[src/hw/fcsp_pkg.sv]
// package: register map, field positions, reset values and types of the flash command block
package fcsp_pkg;
  // register offsets (8-bit registers, byte addressed)
  localparam logic [3:0] FCSP_OFS_CMD_STATUS = 4'h6;
  localparam logic [3:0] FCSP_OFS_ERR_STATUS = 4'h7;
  localparam logic [3:0] FCSP_OFS_PARAM_INDEX = 4'h1;
  localparam logic [3:0] FCSP_OFS_PARAM_HI = 4'ha;
  localparam logic [3:0] FCSP_OFS_PARAM_LO = 4'hb;
  localparam logic [3:0] FCSP_OFS_PROTECT = 4'h8;
  localparam logic [3:0] FCSP_OFS_TAG_HI = 4'hc;
  localparam logic [3:0] FCSP_OFS_TAG_LO = 4'hd;
  localparam logic [3:0] FCSP_OFS_ECC_INDEX = 4'h4;
  localparam logic [3:0] FCSP_OFS_ECC_HI = 4'he;
  localparam logic [3:0] FCSP_OFS_ECC_LO = 4'hf;
  localparam logic [3:0] FCSP_OFS_ID = 4'h0;
  // command status bit positions
  localparam int FCSP_BIT_CCF = 7;
  localparam int FCSP_BIT_ACC = 5;
  localparam int FCSP_BIT_PV = 4;
  localparam int FCSP_BIT_BUSY = 3;
  localparam int FCSP_BIT_ST1 = 1;
  localparam int FCSP_BIT_ST0 = 0;
  // error status bit positions
  localparam int FCSP_BIT_DFD = 1;
  localparam int FCSP_BIT_SFD = 0;
  // protection register bit positions
  localparam int FCSP_BIT_OPEN = 7;
  localparam int FCSP_BIT_HDIS = 5;
  localparam int FCSP_BIT_HS = 3;
  localparam int FCSP_BIT_LDIS = 2;
  localparam int FCSP_BIT_LS = 0;
  // protected ranges (global addresses)
  localparam logic [22:0] FCSP_HIGH_END = 23'h7f_ffff;
  localparam logic [22:0] FCSP_HIGH_BASE_2K = 23'h7f_f800;
  localparam logic [22:0] FCSP_HIGH_BASE_4K = 23'h7f_f000;
  localparam logic [22:0] FCSP_HIGH_BASE_8K = 23'h7f_e000;
  localparam logic [22:0] FCSP_HIGH_BASE_16K = 23'h7f_c000;
  localparam logic [22:0] FCSP_LOW_BASE = 23'h7f_8000;
  localparam logic [22:0] FCSP_LOW_END_1K = 23'h7f_83ff;
  localparam logic [22:0] FCSP_LOW_END_2K = 23'h7f_87ff;
  localparam logic [22:0] FCSP_LOW_END_4K = 23'h7f_8fff;
  localparam logic [22:0] FCSP_LOW_END_8K = 23'h7f_9fff;
  localparam logic [22:0] FCSP_PROT_WORD_ADDR = 23'h7f_ff0c;
  // parameter indices
  localparam logic [2:0] FCSP_IX_CMD = 3'h0;
  localparam logic [2:0] FCSP_IX_ADDR = 3'h1;
  localparam logic [2:0] FCSP_IX_CNT = 3'h2;
  localparam logic [2:0] FCSP_IX_DATA1 = 3'h3;
  localparam logic [2:0] FCSP_IX_DATA2 = 3'h4;
  localparam logic [2:0] FCSP_IX_DATA3 = 3'h5;
  // command codes
  localparam logic [7:0] FCSP_CMD_ERASE_VERIFY_DF = 8'h10;
  localparam logic [7:0] FCSP_CMD_PROGRAM_PF = 8'h06;
  localparam logic [7:0] FCSP_CMD_ERASE_PF_SECTOR = 8'h0a;
  localparam logic [7:0] FCSP_CMD_FULL_PARTITION = 8'h0f;
  localparam logic [7:0] FCSP_CMD_PARTITION = 8'h20;
  localparam logic [7:0] FCSP_CMD_LOAD_DATA = 8'h0d;
  // partition limits, counted in 256 byte sectors
  localparam int FCSP_SECTOR_BYTES = 256;
  localparam logic [15:0] FCSP_DF_MAX_SECTORS = 16'h0080;
  localparam logic [15:0] FCSP_ER_MAX_SECTORS = 16'h0010;
  // reset values
  localparam logic [7:0] FCSP_RST_PROTECT = 8'hff;
  localparam logic [7:0] FCSP_ID_VALUE = 8'h5a; // arbitrary identity value
  // time to emulate one flash operation step
  localparam int FCSP_STEP_NS = 20;
  localparam int FCSP_CLK_NS = 5;
  localparam int FCSP_STEP_CYC = (FCSP_STEP_NS + FCSP_CLK_NS - 1) / FCSP_CLK_NS;

  typedef enum logic [4:0] {
    FCSP_IDLE = 5'b00001,
    FCSP_INIT = 5'b00010,
    FCSP_CHECK = 5'b00100,
    FCSP_RUN = 5'b01000,
    FCSP_EEE = 5'b10000
  } fcsp_state_t;

  typedef struct packed {
    logic [3:0] addr;
    logic [7:0] wdata;
    logic wr;
    logic rd;
  } fcsp_bus_req_t;

  // flash array access port to the macro
  typedef struct packed {
    logic req;
    logic [22:0] addr;
    logic erase;
  } fcsp_arr_req_t;

  typedef struct packed {
    logic ack;
    logic [15:0] rdata;
    logic sbe;
    logic dbe;
  } fcsp_arr_rsp_t;
endpackage : fcsp_pkg

[src/hw/fcsp_ctrl.sv]
// flash command launch, status, error, tag counter and protection decode
// Overview of operation
// - bit 7 completes; write one launches
// - access error on sequence or illegal command
// - access error blocks launch
// - access error clears only by writing one
// - protect violation on protected program/erase
// - violation cleared by one, blocks launch
// - busy bit shows controller activity
// - status bits set on error, bit2 zero
// - error status flags read, write-one clear
// - tag counter read-only, decremented before programming
// - all programmed when tag zero, not busy
// - ecc result captured, selected by index
// - partition checks index, load, mode, sizes
// - read error sets status1, uncorrectable status0
// - erase-verify checks words, then completes
// - protection decode from open and disables
// - high range 2 to 16 Kbytes
// - low range 1 to 8 Kbytes
// - protection loaded at reset, software writable
// - partitions in sectors; repeated partition command (not full partition) gives error
//
// Design decision made here: strobed register access.
module fcsp_ctrl
  import fcsp_pkg::*;
#(
  parameter int PARAM_WORDS = 6
) (
  input wire logic core_clk,
  input wire logic sys_rst,
  input wire fcsp_bus_req_t bus_req,
  output logic [7:0] bus_rdata,
  output fcsp_arr_req_t arr_req,
  input wire fcsp_arr_rsp_t arr_rsp,
  input wire logic eee_init_fail,
  input wire logic user_mode,
  input wire logic eee_tag_push,
  output logic all_programmed
);
  fcsp_state_t state_q, state_d;
  logic [15:0] param_q [PARAM_WORDS];
  logic [2:0] pix_q;
  logic ccf_q, acc_q, pv_q;
  logic [1:0] st_q;
  logic [1:0] ecc_flags_q;
  logic [7:0] prot_q;
  logic [15:0] tag_q;
  logic [1:0] eix_q;
  logic [22:0] ecc_addr_q;
  logic [15:0] ecc_data_q;
  logic parted_q;
  logic load_active_q;
  logic [15:0] cnt_q;
  logic [22:0] addr_q;
  logic [7:0] rdata_q;
  logic [7:0] step_q;
  logic arr_req_q;

  // bus decode
  wire logic wr = bus_req.wr;
  wire logic [7:0] wd = bus_req.wdata;
  wire logic wr_stat = wr && bus_req.addr == FCSP_OFS_CMD_STATUS;
  wire logic wr_err = wr && bus_req.addr == FCSP_OFS_ERR_STATUS;
  wire logic wr_pix = wr && bus_req.addr == FCSP_OFS_PARAM_INDEX;
  wire logic wr_phi = wr && bus_req.addr == FCSP_OFS_PARAM_HI;
  wire logic wr_plo = wr && bus_req.addr == FCSP_OFS_PARAM_LO;
  wire logic wr_prot = wr && bus_req.addr == FCSP_OFS_PROTECT;
  wire logic wr_eix = wr && bus_req.addr == FCSP_OFS_ECC_INDEX;
  wire logic idle = state_q == FCSP_IDLE;

  // parameter writes only while idle with completion set
  wire logic param_ok = ccf_q && idle && !pv_q && pix_q < 3'(PARAM_WORDS);
  wire logic launch = wr_stat && wd[FCSP_BIT_CCF] && ccf_q && idle && !acc_q && !pv_q;

  // protection decode
  wire logic prot_open = prot_q[FCSP_BIT_OPEN];
  wire logic hdis = prot_q[FCSP_BIT_HDIS];
  wire logic ldis = prot_q[FCSP_BIT_LDIS];
  wire logic [1:0] hs = prot_q[FCSP_BIT_HS +: 2];
  wire logic [1:0] ls = prot_q[FCSP_BIT_LS +: 2];
  wire logic [22:0] high_base = hs == 2'h0 ? FCSP_HIGH_BASE_2K : hs == 2'h1 ? FCSP_HIGH_BASE_4K :
                                hs == 2'h2 ? FCSP_HIGH_BASE_8K : FCSP_HIGH_BASE_16K;
  wire logic [22:0] low_end = ls == 2'h0 ? FCSP_LOW_END_1K : ls == 2'h1 ? FCSP_LOW_END_2K :
                              ls == 2'h2 ? FCSP_LOW_END_4K : FCSP_LOW_END_8K;

  // decode inputs passed in, so a protection write alone re-evaluates the result
  function automatic logic is_protected(input logic [22:0] a, input logic [22:0] hb, input logic [22:0] le,
                                        input logic op, input logic hd, input logic ld);
    logic in_h;
    logic in_l;
    in_h = a >= hb && a <= FCSP_HIGH_END;
    in_l = a >= FCSP_LOW_BASE && a <= le;
    if (op) begin
      is_protected = (!hd && in_h) || (!ld && in_l);
    end else if (hd && ld) begin
      is_protected = 1'b1;
    end else begin
      is_protected = !((!hd && in_h) || (!ld && in_l));
    end
  endfunction : is_protected

  // launch checks
  wire logic [7:0] cmd = param_q[0][15:8];
  wire logic [22:0] cmd_addr = {param_q[0][6:0], param_q[1]};
  wire logic is_pgm_ers = cmd == FCSP_CMD_PROGRAM_PF || cmd == FCSP_CMD_ERASE_PF_SECTOR;
  wire logic is_part = cmd == FCSP_CMD_FULL_PARTITION || cmd == FCSP_CMD_PARTITION;
  wire logic known = is_pgm_ers || is_part || cmd == FCSP_CMD_ERASE_VERIFY_DF || cmd == FCSP_CMD_LOAD_DATA;
  wire logic bad_size = param_q[1] > FCSP_DF_MAX_SECTORS || param_q[2] > FCSP_ER_MAX_SECTORS;
  wire logic part_err = is_part && (pix_q != FCSP_IX_CNT || load_active_q || bad_size ||
                        (cmd == FCSP_CMD_FULL_PARTITION && user_mode) ||
                        (cmd == FCSP_CMD_PARTITION && parted_q));
  wire logic acc_launch = !known || part_err || (cmd == FCSP_CMD_ERASE_VERIFY_DF && pix_q != FCSP_IX_CNT);
  wire logic pv_launch = is_pgm_ers && is_protected(cmd_addr, high_base, low_end, prot_open, hdis, ldis);
  wire logic step_done = step_q == 8'(FCSP_STEP_CYC - 1);

  always_comb begin
    state_d = state_q;
    unique case (state_q)
      FCSP_INIT: if (arr_rsp.ack) state_d = FCSP_IDLE;
      FCSP_IDLE: begin
        if (launch) state_d = FCSP_CHECK;
        else if (tag_q != 16'h0) state_d = FCSP_EEE;
      end
      FCSP_CHECK: state_d = (acc_launch || pv_launch || cmd == FCSP_CMD_LOAD_DATA) ? FCSP_IDLE : FCSP_RUN;
      FCSP_RUN: if (arr_rsp.ack && (cnt_q <= 16'h1 || !(cmd == FCSP_CMD_ERASE_VERIFY_DF))) state_d = FCSP_IDLE;
      FCSP_EEE: if (step_done) state_d = FCSP_IDLE;
    endcase
  end

  always_ff @(posedge core_clk or posedge sys_rst) begin
    if (sys_rst) begin
      state_q <= FCSP_INIT;
    end else begin
      state_q <= state_d;
    end
  end

  // parameter words, written only when the index selects a real word
  genvar gi;
  for (gi = 0; gi < PARAM_WORDS; gi++) begin : g_param
    always_ff @(posedge core_clk or posedge sys_rst) begin
      if (sys_rst) begin
        param_q[gi] <= 16'h0;
      end else if (param_ok && pix_q == 3'(gi)) begin
        if (wr_phi) param_q[gi][15:8] <= wd;
        if (wr_plo) param_q[gi][7:0] <= wd;
      end
    end
  end

  always_ff @(posedge core_clk or posedge sys_rst) begin
    if (sys_rst) begin
      pix_q <= 3'h0;
      eix_q <= 2'h0;
      load_active_q <= 1'b0;
      parted_q <= 1'b0;
    end else begin
      if (wr_pix && param_ok) pix_q <= wd[2:0];
      if (wr_pix && ccf_q && idle && !pv_q) pix_q <= wd[2:0];
      if (wr_eix) eix_q <= wd[1:0];
      if (state_q == FCSP_CHECK && !acc_launch && !pv_launch) begin
        if (cmd == FCSP_CMD_LOAD_DATA) load_active_q <= 1'b1;
        if (is_pgm_ers) load_active_q <= 1'b0;
        if (is_part) parted_q <= 1'b1;
      end
    end
  end

  // status flags; hardware set wins over software clear
  wire logic rd_err = state_q == FCSP_RUN && arr_rsp.ack && (arr_rsp.sbe || arr_rsp.dbe);
  always_ff @(posedge core_clk or posedge sys_rst) begin
    if (sys_rst) begin
      ccf_q <= 1'b0;
      acc_q <= 1'b0;
      pv_q <= 1'b0;
      st_q <= 2'h0;
    end else begin
      if (launch) ccf_q <= 1'b0;
      else if (state_d == FCSP_IDLE && (state_q == FCSP_INIT || state_q == FCSP_CHECK || state_q == FCSP_RUN))
        ccf_q <= 1'b1;
      if ((state_q == FCSP_CHECK && acc_launch) || (state_q == FCSP_INIT && arr_rsp.ack && eee_init_fail))
        acc_q <= 1'b1;
      else if (wr_stat && wd[FCSP_BIT_ACC]) acc_q <= 1'b0;
      if (state_q == FCSP_CHECK && pv_launch && !acc_launch) pv_q <= 1'b1;
      else if (wr_stat && wd[FCSP_BIT_PV]) pv_q <= 1'b0;
      if (launch) st_q <= 2'h0;
      else if (rd_err || (state_q == FCSP_INIT && arr_rsp.ack && arr_rsp.dbe))
        st_q <= st_q | {1'b1, arr_rsp.dbe};
    end
  end

  // ecc capture: first fault held until cleared
  always_ff @(posedge core_clk or posedge sys_rst) begin
    if (sys_rst) begin
      ecc_flags_q <= 2'h0;
      ecc_addr_q <= 23'h0;
      ecc_data_q <= 16'h0;
    end else begin
      if (arr_rsp.ack && (arr_rsp.sbe || arr_rsp.dbe) && ecc_flags_q == 2'h0) begin
        ecc_addr_q <= arr_req.addr;
        ecc_data_q <= arr_rsp.rdata;
      end
      ecc_flags_q[FCSP_BIT_SFD] <= (arr_rsp.ack && arr_rsp.sbe) ||
        (ecc_flags_q[FCSP_BIT_SFD] && !(wr_err && wd[FCSP_BIT_SFD]));
      ecc_flags_q[FCSP_BIT_DFD] <= (arr_rsp.ack && arr_rsp.dbe) ||
        (ecc_flags_q[FCSP_BIT_DFD] && !(wr_err && wd[FCSP_BIT_DFD]));
    end
  end

  // protection: loaded from flash word at end of reset sequence
  always_ff @(posedge core_clk or posedge sys_rst) begin
    if (sys_rst) begin
      prot_q <= FCSP_RST_PROTECT;
    end else if (state_q == FCSP_INIT && arr_rsp.ack) begin
      prot_q <= arr_rsp.rdata[7:0];
    end else if (wr_prot) begin
      prot_q <= wd;
    end
  end

  // tag counter: decremented before each buffered word is programmed
  // push and take in one cycle cancel, except at 16'hffff, where the push is dropped
  wire logic tag_dec = state_q == FCSP_IDLE && state_d == FCSP_EEE;
  wire logic tag_inc = eee_tag_push && tag_q != 16'hffff;
  always_ff @(posedge core_clk or posedge sys_rst) begin
    if (sys_rst) begin
      tag_q <= 16'h0;
      step_q <= 8'h0;
    end else begin
      tag_q <= tag_q + {15'h0, tag_inc} - {15'h0, tag_dec};
      step_q <= state_q == FCSP_EEE && !step_done ? step_q + 8'h1 : 8'h0;
    end
  end

  // array sequencing: address and remaining word count
  always_ff @(posedge core_clk or posedge sys_rst) begin
    if (sys_rst) begin
      addr_q <= FCSP_PROT_WORD_ADDR;
      cnt_q <= 16'h0;
      arr_req_q <= 1'b1;
    end else begin
      if (state_q == FCSP_CHECK) begin
        addr_q <= cmd_addr;
        cnt_q <= param_q[2];
      end else if (state_q == FCSP_RUN && arr_rsp.ack) begin
        addr_q <= addr_q + 23'h2;
        cnt_q <= cnt_q - 16'h1;
      end
      arr_req_q <= state_d == FCSP_INIT || state_d == FCSP_RUN;
    end
  end

  assign arr_req.req = arr_req_q;
  assign arr_req.addr = addr_q;
  assign arr_req.erase = state_q == FCSP_RUN && cmd == FCSP_CMD_ERASE_PF_SECTOR;
  wire logic busy = !idle;
  assign all_programmed = tag_q == 16'h0 && !busy;

  // read mux, data one cycle after the strobe
  wire logic [7:0] stat_rd = {ccf_q, 1'b0, acc_q, pv_q, busy, 1'b0, st_q};
  wire logic [7:0] ecc_hi = eix_q == 2'h0 ? {1'b0, ecc_addr_q[22:16]} : ecc_data_q[15:8];
  wire logic [7:0] ecc_lo = eix_q == 2'h0 ? 8'h0 : ecc_data_q[7:0];
  wire logic [15:0] pword = pix_q < 3'(PARAM_WORDS) ? param_q[pix_q] : 16'h0;
  logic [7:0] rd_mux;
  always_comb begin
    unique case (bus_req.addr)
      FCSP_OFS_ID: rd_mux = FCSP_ID_VALUE;
      FCSP_OFS_PARAM_INDEX: rd_mux = {5'h0, pix_q};
      FCSP_OFS_ECC_INDEX: rd_mux = {6'h0, eix_q};
      FCSP_OFS_CMD_STATUS: rd_mux = stat_rd;
      FCSP_OFS_ERR_STATUS: rd_mux = {6'h0, ecc_flags_q};
      FCSP_OFS_PROTECT: rd_mux = prot_q;
      FCSP_OFS_PARAM_HI: rd_mux = pword[15:8];
      FCSP_OFS_PARAM_LO: rd_mux = pword[7:0];
      FCSP_OFS_TAG_HI: rd_mux = tag_q[15:8];
      FCSP_OFS_TAG_LO: rd_mux = tag_q[7:0];
      FCSP_OFS_ECC_HI: rd_mux = ecc_hi;
      FCSP_OFS_ECC_LO: rd_mux = ecc_lo;
      default: rd_mux = 8'h0;
    endcase
  end

  always_ff @(posedge core_clk or posedge sys_rst) begin
    if (sys_rst) begin
      rdata_q <= 8'h0;
    end else begin
      rdata_q <= bus_req.rd ? rd_mux : 8'h0;
    end
  end
  assign bus_rdata = rdata_q;
endmodule : fcsp_ctrl

[config.mk]
export PLATFORM = sky130hd
export DESIGN_NAME = fcsp_ctrl
export DESIGN_NICKNAME = d
export VERILOG_FILES = /design/src/hw/fcsp_pkg.sv /design/src/hw/fcsp_ctrl.sv
export SDC_FILE = /design/constraint.sdc
export NUM_CORES = 1
export LEC_CHECK = 0
export BUFFER_PORTS_ARGS = -buffer_cell sky130_fd_sc_hd__clkbuf_2
export CAP_MARGIN = 20
export CORE_MARGIN = 2
export CORE_UTILIZATION = 25
export DETAILED_ROUTE_END_ITERATION = 10
export PLACE_DENSITY = 0.44
export SLEW_MARGIN = 10
export SYNTH_ARGS = -nofsm -noshare
export SYNTH_HDL_FRONTEND = slang
export SYNTH_SLANG_ARGS = --single-unit
[constraint.sdc]
create_clock -name core_clk -period 8.5 [get_ports core_clk]
set_input_delay 1.275 -clock core_clk [delete_from_list [all_inputs] [get_ports core_clk]]
set_output_delay 1.275 -clock core_clk [all_outputs]
set_load 0.02 [all_outputs]
==> run metrics, run 1 <==
max-slew violation count=0; max_cap viols=0; pwr dens=between 200 and 250 nW/um^2; number of global-route vias before repair=~9.5k; post-synth top area share=40.12%; area of the die=around 49000 sq um; clock tree buffer depth=3; run status=complete, no violations; root buffer cell=clkbuf_16; Hold Path Origin=parted_q; Post-CTS Setup Repair Bufs=0; r2r startpoint=tag_q[3]; first-pass GRT wire length=roughly 60000 microns; P&R area growth vs syn=16.11%; Synth Net Count=1183; Global Route met1 Usage=21.82%; # hold bufs at CTS=0; GRT Util Overall=between 10% and 20%; number of top-level pins=72; FMAX=about 0.20 GHz; n_diodes=0; CP Cell Sequence=clkbuf_2, nor4bb_1, nand4b_1, nor2_1, nor3b_1, ha_1, inv_1, ha_1, inv_1, fa_1, nand2b_1, a21oi_1, o21ai_0, a211o_1, nand3_1, nand2_1, o311ai_0; final antenna-violating net count=0; Critical Path Start Type=input pin; WS Path Type=input pin to register; area leader, netlist=dfrtp_1; most common cell in the netlist=dfrtp_1; routability cong.=about 0.86; syn avg cell area=~11 sq um; WL per Instance=between 20 and 25 microns; sequential-to-total area share from yosys stat=46.07%; top cells by area, synth=dfrtp_1 40%, mux2_2 12%, dfstp_2 6.0%; Gate Count Post-Synth=approximately 1.1k; Setup crit end kind=register; initial antenna violation count=0; total power=roughly 3.4 mW; RSZ-0062 raised after global routing=no; YS warnings=0; Synth cell types=76; Pre-antenna DRT Iters=5; CP peak stage delay=roughly 0.88 ns; Buf/Inv on CP=3; CTS Sinks=approximately 220; nets=1244; grt met2 use=around a quarter; detailed placer's ending HPWL=~28000 microns; Inserted Clock Buffers=27; initial DRC count=roughly 790; asr flop ratio synth=100.0%; crit path max-delay cell type=nor4bb_1; clk_skew=a little over 0.01 ns; final worst path period need=a little over 5 ns; Initial Util=between 20% and 30%; Die Wd=222.3 microns; Max IR drop VDD=~160 uV; number of port buffers=between 70 and 80; Most Crowded Layer GR=met2; Reg clk slew, reported paths=approximately 0.060 ns; Overflow after GRT=0; Top FF cell, synth=dfrtp_1; Residual DRC=0; PostCTS Resize Cnt=0; leakage power=6.056 nW; CTS tree=done; pin count of the biggest net entering global routing=approximately 80; crit path launch=bus_req[12]; Synth Register Bits=roughly 220; layout cell share with drive strength beyond 1=approximately a quarter; Rows=between 70 and 80; Critical Path RT=approximately 8.9 ns; die height=roughly 220 microns; Slew HR=a little over a third; number of synthesized flops with an enable pin=0; Slew @ Worst Pin=about 0.95 ns; Final Hold Viols=0; top cells by count, synth=191 x dfrtp_1, 124 x mux2_2, 89 x nand2_1; cell family with the largest share of critical-path delay=simple AND/OR/NAND/NOR gates; crit share post-route=between 50% and 60%; final setup fails=0; met3 usage=roughly 2.4%; WP data arrival=5.49 ns; worst hold path type=register to register; Via Count=9267; final WL=between 30000 and 40000 microns; vias per cell=just over 5; H-tree Lvls=1; CORE AREA=between 40000 and 50000 sq um; Crit Path Max Fanout=17; setup_tns=0 ns; cell area after synthesis=11910 sq um; Worst-Skew Late Latency=0.53 ns
==> metal layers <==
layer  wire length (microns)  up-vias
li1                        -     4242
met4                     593        0
met5                       0        -
met1                   18130     4773
met2                   17960      208
met3                    1799       44
==> layout by cell type, fill, tap and decap left out, types with 15 or more instances in the layout <==
cell and instances:
nor3_1 26, inv_1 39, o21ai_0 50, dfrtp_1 190
mux2_2 124, mux2i_1 33, nand3_1 32, dfstp_2 27
nor2_1 68, a221o_1 22, mux4_2 16, a21oi_1 38
ha_1 40, and3_1 19, nor3b_1 18, nand4_1 15
clkbuf_16 27, clkbuf_2 71, nand2_1 89
==> kinds of logic (layout without fill, tap and decap cells) <==
| group | Yosys count | count (layout) | share of synthesized area, % |
|---|---|---|---|
| AO/OA/AOI/OAI | 214 | 214 | 12.76 |
| XOR/XNOR | 21 | 21 | 1.544 |
| adder cells (fa/ha/maj) | 41 | 41 | 4.369 |
| buffers and inverters | 95 | 176 | 3.046 |
| flip-flops | 218 | 218 | 46.07 |
| multiplexers | 173 | 173 | 17.52 |
| AND/OR/NAND/NOR | 342 | 342 | 14.69 |
==> flip-flops by register name, summed over array words and instances, names as in the netlist, 2 cells and up <==
signal	flops
st_q	2
ecc_flags_q	2
cnt_q	16
cmd	8
prot_q	8
tag_q	16
ecc_addr_q	7
pix_q	3
addr_q	23
ecc_data_q	16
cmd_addr	23
state_q	5
param_q	65
bus_rdata	8
step_q	8
eix_q	2
==> final cells by class <==
class	instances	area, sq um
Clock inverter	4	70.07
Clock buffer	45	793.3
Inverter	41	161.4
Sequential cell	218	5490
Multi-Input combinational cell	791	6073
Timing Repair Buffer	86	485.5
Fill cell	4838	32920
Tap cell	607	759.5
==> where the power goes <==
| group | switching (mW) | internal [mW] |
|---|---|---|
| logic | 0.525 | 0.406 |
| registers | 0.137 | 1.16 |
| clock network | 0.448 | 0.690 |
| total | 1.11 | 2.25 |
==> final timing paths <==
path	to	slack, ns	cells after the start
worst max register to register	tag_q[14]	4.31	18
worst min-delay path	parted_q	0.47	1
max in group asynchronous	param_q[30]	6.34	3
worst min register to register	parted_q	0.47	1
worst max-delay path	tag_q[14]	3.43	17
min in group asynchronous	cmd_addr[10]	0.80	2
==> metrics by stage <==
| step | utilization, % | setup WS, ns | instances | hold slack, ns | instance area (sq um) |
|---|---|---|---|---|---|
| after floorplan | - | 1.305 | 1104 | 0.4281 | 11910 |
| after global placement | 27.67 | 2.990 | 1741 | 0.4498 | 12940 |
| after detailed placement | 27.67 | 2.911 | 1741 | 0.4495 | 12940 |
| after CTS | 29.52 | 3.481 | 1790 | 0.4716 | 13800 |
| after global routing | 29.59 | 2.965 | 1792 | 0.4788 | 13830 |
| final | 29.59 | 3.429 | 1792 | 0.4697 | 13830 |
Power figures use the tool's default switching activity.
==> inputs of run 2 (changes only) <==
- ABC_AREA: default -> 1
- PLACE_DENSITY: 0.44 -> 0.45
- clock period: 8.5 -> 4.6 ns (I/O delays scaled with it)
==> run metrics, run 2 <==
run status=complete, no violations; r2r startpoint=state_q[3]; Inserted Clock Buffers=27; switching share of power=39.08%; PostCTS Resize Cnt=0; Slew HR=35.61%; initial antenna violation count=1; commonest cells after routing, fill and taps aside=266 x inv_1, 243 x nand2_1, 191 x dfrtp_1; worst hold path type=input pin to async pin; Reg clk slew, reported paths=around 0.06 ns; most common cell in the netlist=inv_1; Finished Core Util=29.33%; CTS tree=done; GRT Util Overall=16.35%; Gate Count Post-Synth=around 1.5k; max-slew violation count=0; post-placement cell area=approximately 13000 sq um; Via Count=between 10k and 15k; top cells by count, synth=267 x inv_1, 243 x nand2_1, 191 x dfrtp_1; routability cong.=between 0.8 and 0.9; Final Hold Viols=0; sequential power share=34.6%; area of the die=between 50000 and 60000 sq um; design area=~14000 sq um; top cells by area, synth=dfrtp_1 39%, inv_1 8.2%, nand2_1 7.5%; Max IR drop VDD=just under 300 uV; pwr dens=557.7 nW/um^2; final setup fails=0; Slew @ Worst Pin=~0.96 ns; Top FF cell, synth=dfrtp_1; YS warnings=0; CTS Sinks=approximately 220; Non-Filler Instances=approximately 2.2k; final antenna-violating net count=0; R2R depth=18; Critical Path RT=approximately 5 ns; setup_tns=0 ns; Worst-Skew Late Latency=approximately 0.57 ns; final worst path period need=approximately 3.6 ns; pin count of the biggest net entering global routing=108; Pint=4.847 mW; leakage power=6.840 nW; NetSw=~3.1 mW; CORE AREA=slightly below 50000 sq um; Comb power frac=35.1%; crit path launch=state_q[3]; clock tree buffer depth=3; detailed placer's ending HPWL=between 30000 and 40000 microns; hold_ws=0.3031 ns; number of global-route vias before repair=around 10k; Post-CTS Setup Repair Bufs=0; Overflow after GRT=0; number of top-level pins=72; Crit Path Max Fanout=9; max_cap viols=0; # hold bufs at CTS=0; DP Cell Count=2164; Initial Util=around a quarter; syn avg cell area=just over 8 sq um; Rows=slightly above 80; Synth Register Bits=218; Synth Net Count=1586; H-tree Lvls=1; crit share post-route=between 70% and 80%; clk_skew=around 0.022 ns; nets=between 1.5k and 2k; WL per Instance=approximately 19 microns; Critical Path Start Type=register; first-pass GRT wire length=63440 microns; initial DRC count=765; die height=around 230 microns; cell area after synthesis=roughly 12000 sq um; number of port buffers=71; Post-Place Worst Slack=approximately 0.57 ns; post-synth top area share=about two fifths; root buffer cell=clkbuf_16; WP data arrival=between 4 and 5 ns; P&R area growth vs syn=16.54%; number of synthesized flops with an enable pin=0; vias per cell=between 4 and 5; asr flop ratio synth=100.0%; Clk pwr share=approximately 30%; FMAX=0.2803 GHz; Residual DRC=0; final worst setup slack=a little over 1 ns; area leader, netlist=dfrtp_1; Pre-antenna DRT Iters=6; Die Wd=around 230 microns; max FFs per register=65; WS Path Type=register to register; Biggest register=param_q; Setup crit end kind=register; total power=slightly below 8 mW; leading cell type in the layout, fill and taps excluded=inv_1; final WL=between 40000 and 50000 microns; layout cell share with drive strength beyond 1=12.31%; Synth cell types=54; RSZ-0062 raised after global routing=no; sequential-to-total area share from yosys stat=between 40% and 50%
-- run 2: worst paths after layout --
kind | end | slack, ns
max reg2reg | tag_q[13] | 1.03
max | tag_q[13] | 1.03
min in group core_clk | bus_rdata[4] | 0.35
max in group asynchronous | cnt_q[1] | 3.14
min reg2reg | step_q[0] | 0.46
min | ecc_data_q[15] | 0.30
-- run 2: cells by family after synthesis --
family	after synthesis	share of synthesized area, %
buffers and inverters	324	10.29
xor gates and xnor gates	37	2.647
adders and majority gates	41	4.251
DFF	218	44.83
muxes	22	1.860
and+or+nand+nor	531	19.46
AOI/OAI and AO/OA	334	16.66
-- run 2: metal layers --
metal  up-vias  global-route usage [%]  routed length [microns]
met4         0                   5.640                     1225
met1      5008                   21.28                    18220
met5         -                       0                        0
met2       210                   27.79                    19870
met3        64                   2.216                     1810
li1       5097                       -                        -
-- run 2: power by group through the flow --
stage	registers [mW]	clock network, mW	logic (mW)
2_1_floorplan	2.76	0	1.97
3_3_place_gp	2.78	0	2.77
3_5_place_dp	2.79	0	2.79
4_1_cts	2.76	2.46	2.81
5_1_grt	2.81	2.54	3.14
6_report	2.76	2.40	2.80
-- run 2: critical path, cell delays in order, from the launching register on --
cell and delay, ns:
dfrtp_1 0.44, nor2_4 0.17, nand4_4 0.16, nor3_4 0.43
nand2_1 0.24, nand3_1 0.14, inv_1 0.05, ha_1 0.22
inv_1 0.07, ha_1 0.21, nand3_1 0.09, nand3_1 0.11
a21oi_1 0.26, o21ai_1 0.17, a21boi_0 0.30, o21ai_1 0.14
nand2_1 0.07, nand2_1 0.05, xor2_1 0.14
-- run 2: layout make-up --
class                      instances  area, sq um
sequential                       218         5489
multi-input combinational        965         5494
inverter                         281         1071
clock inverter                    10        185.2
tap                              622        778.2
fill                            5214        34380
antenna                            1        2.502
clock buffer                      40        814.5
timing repair buffer              78        432.9
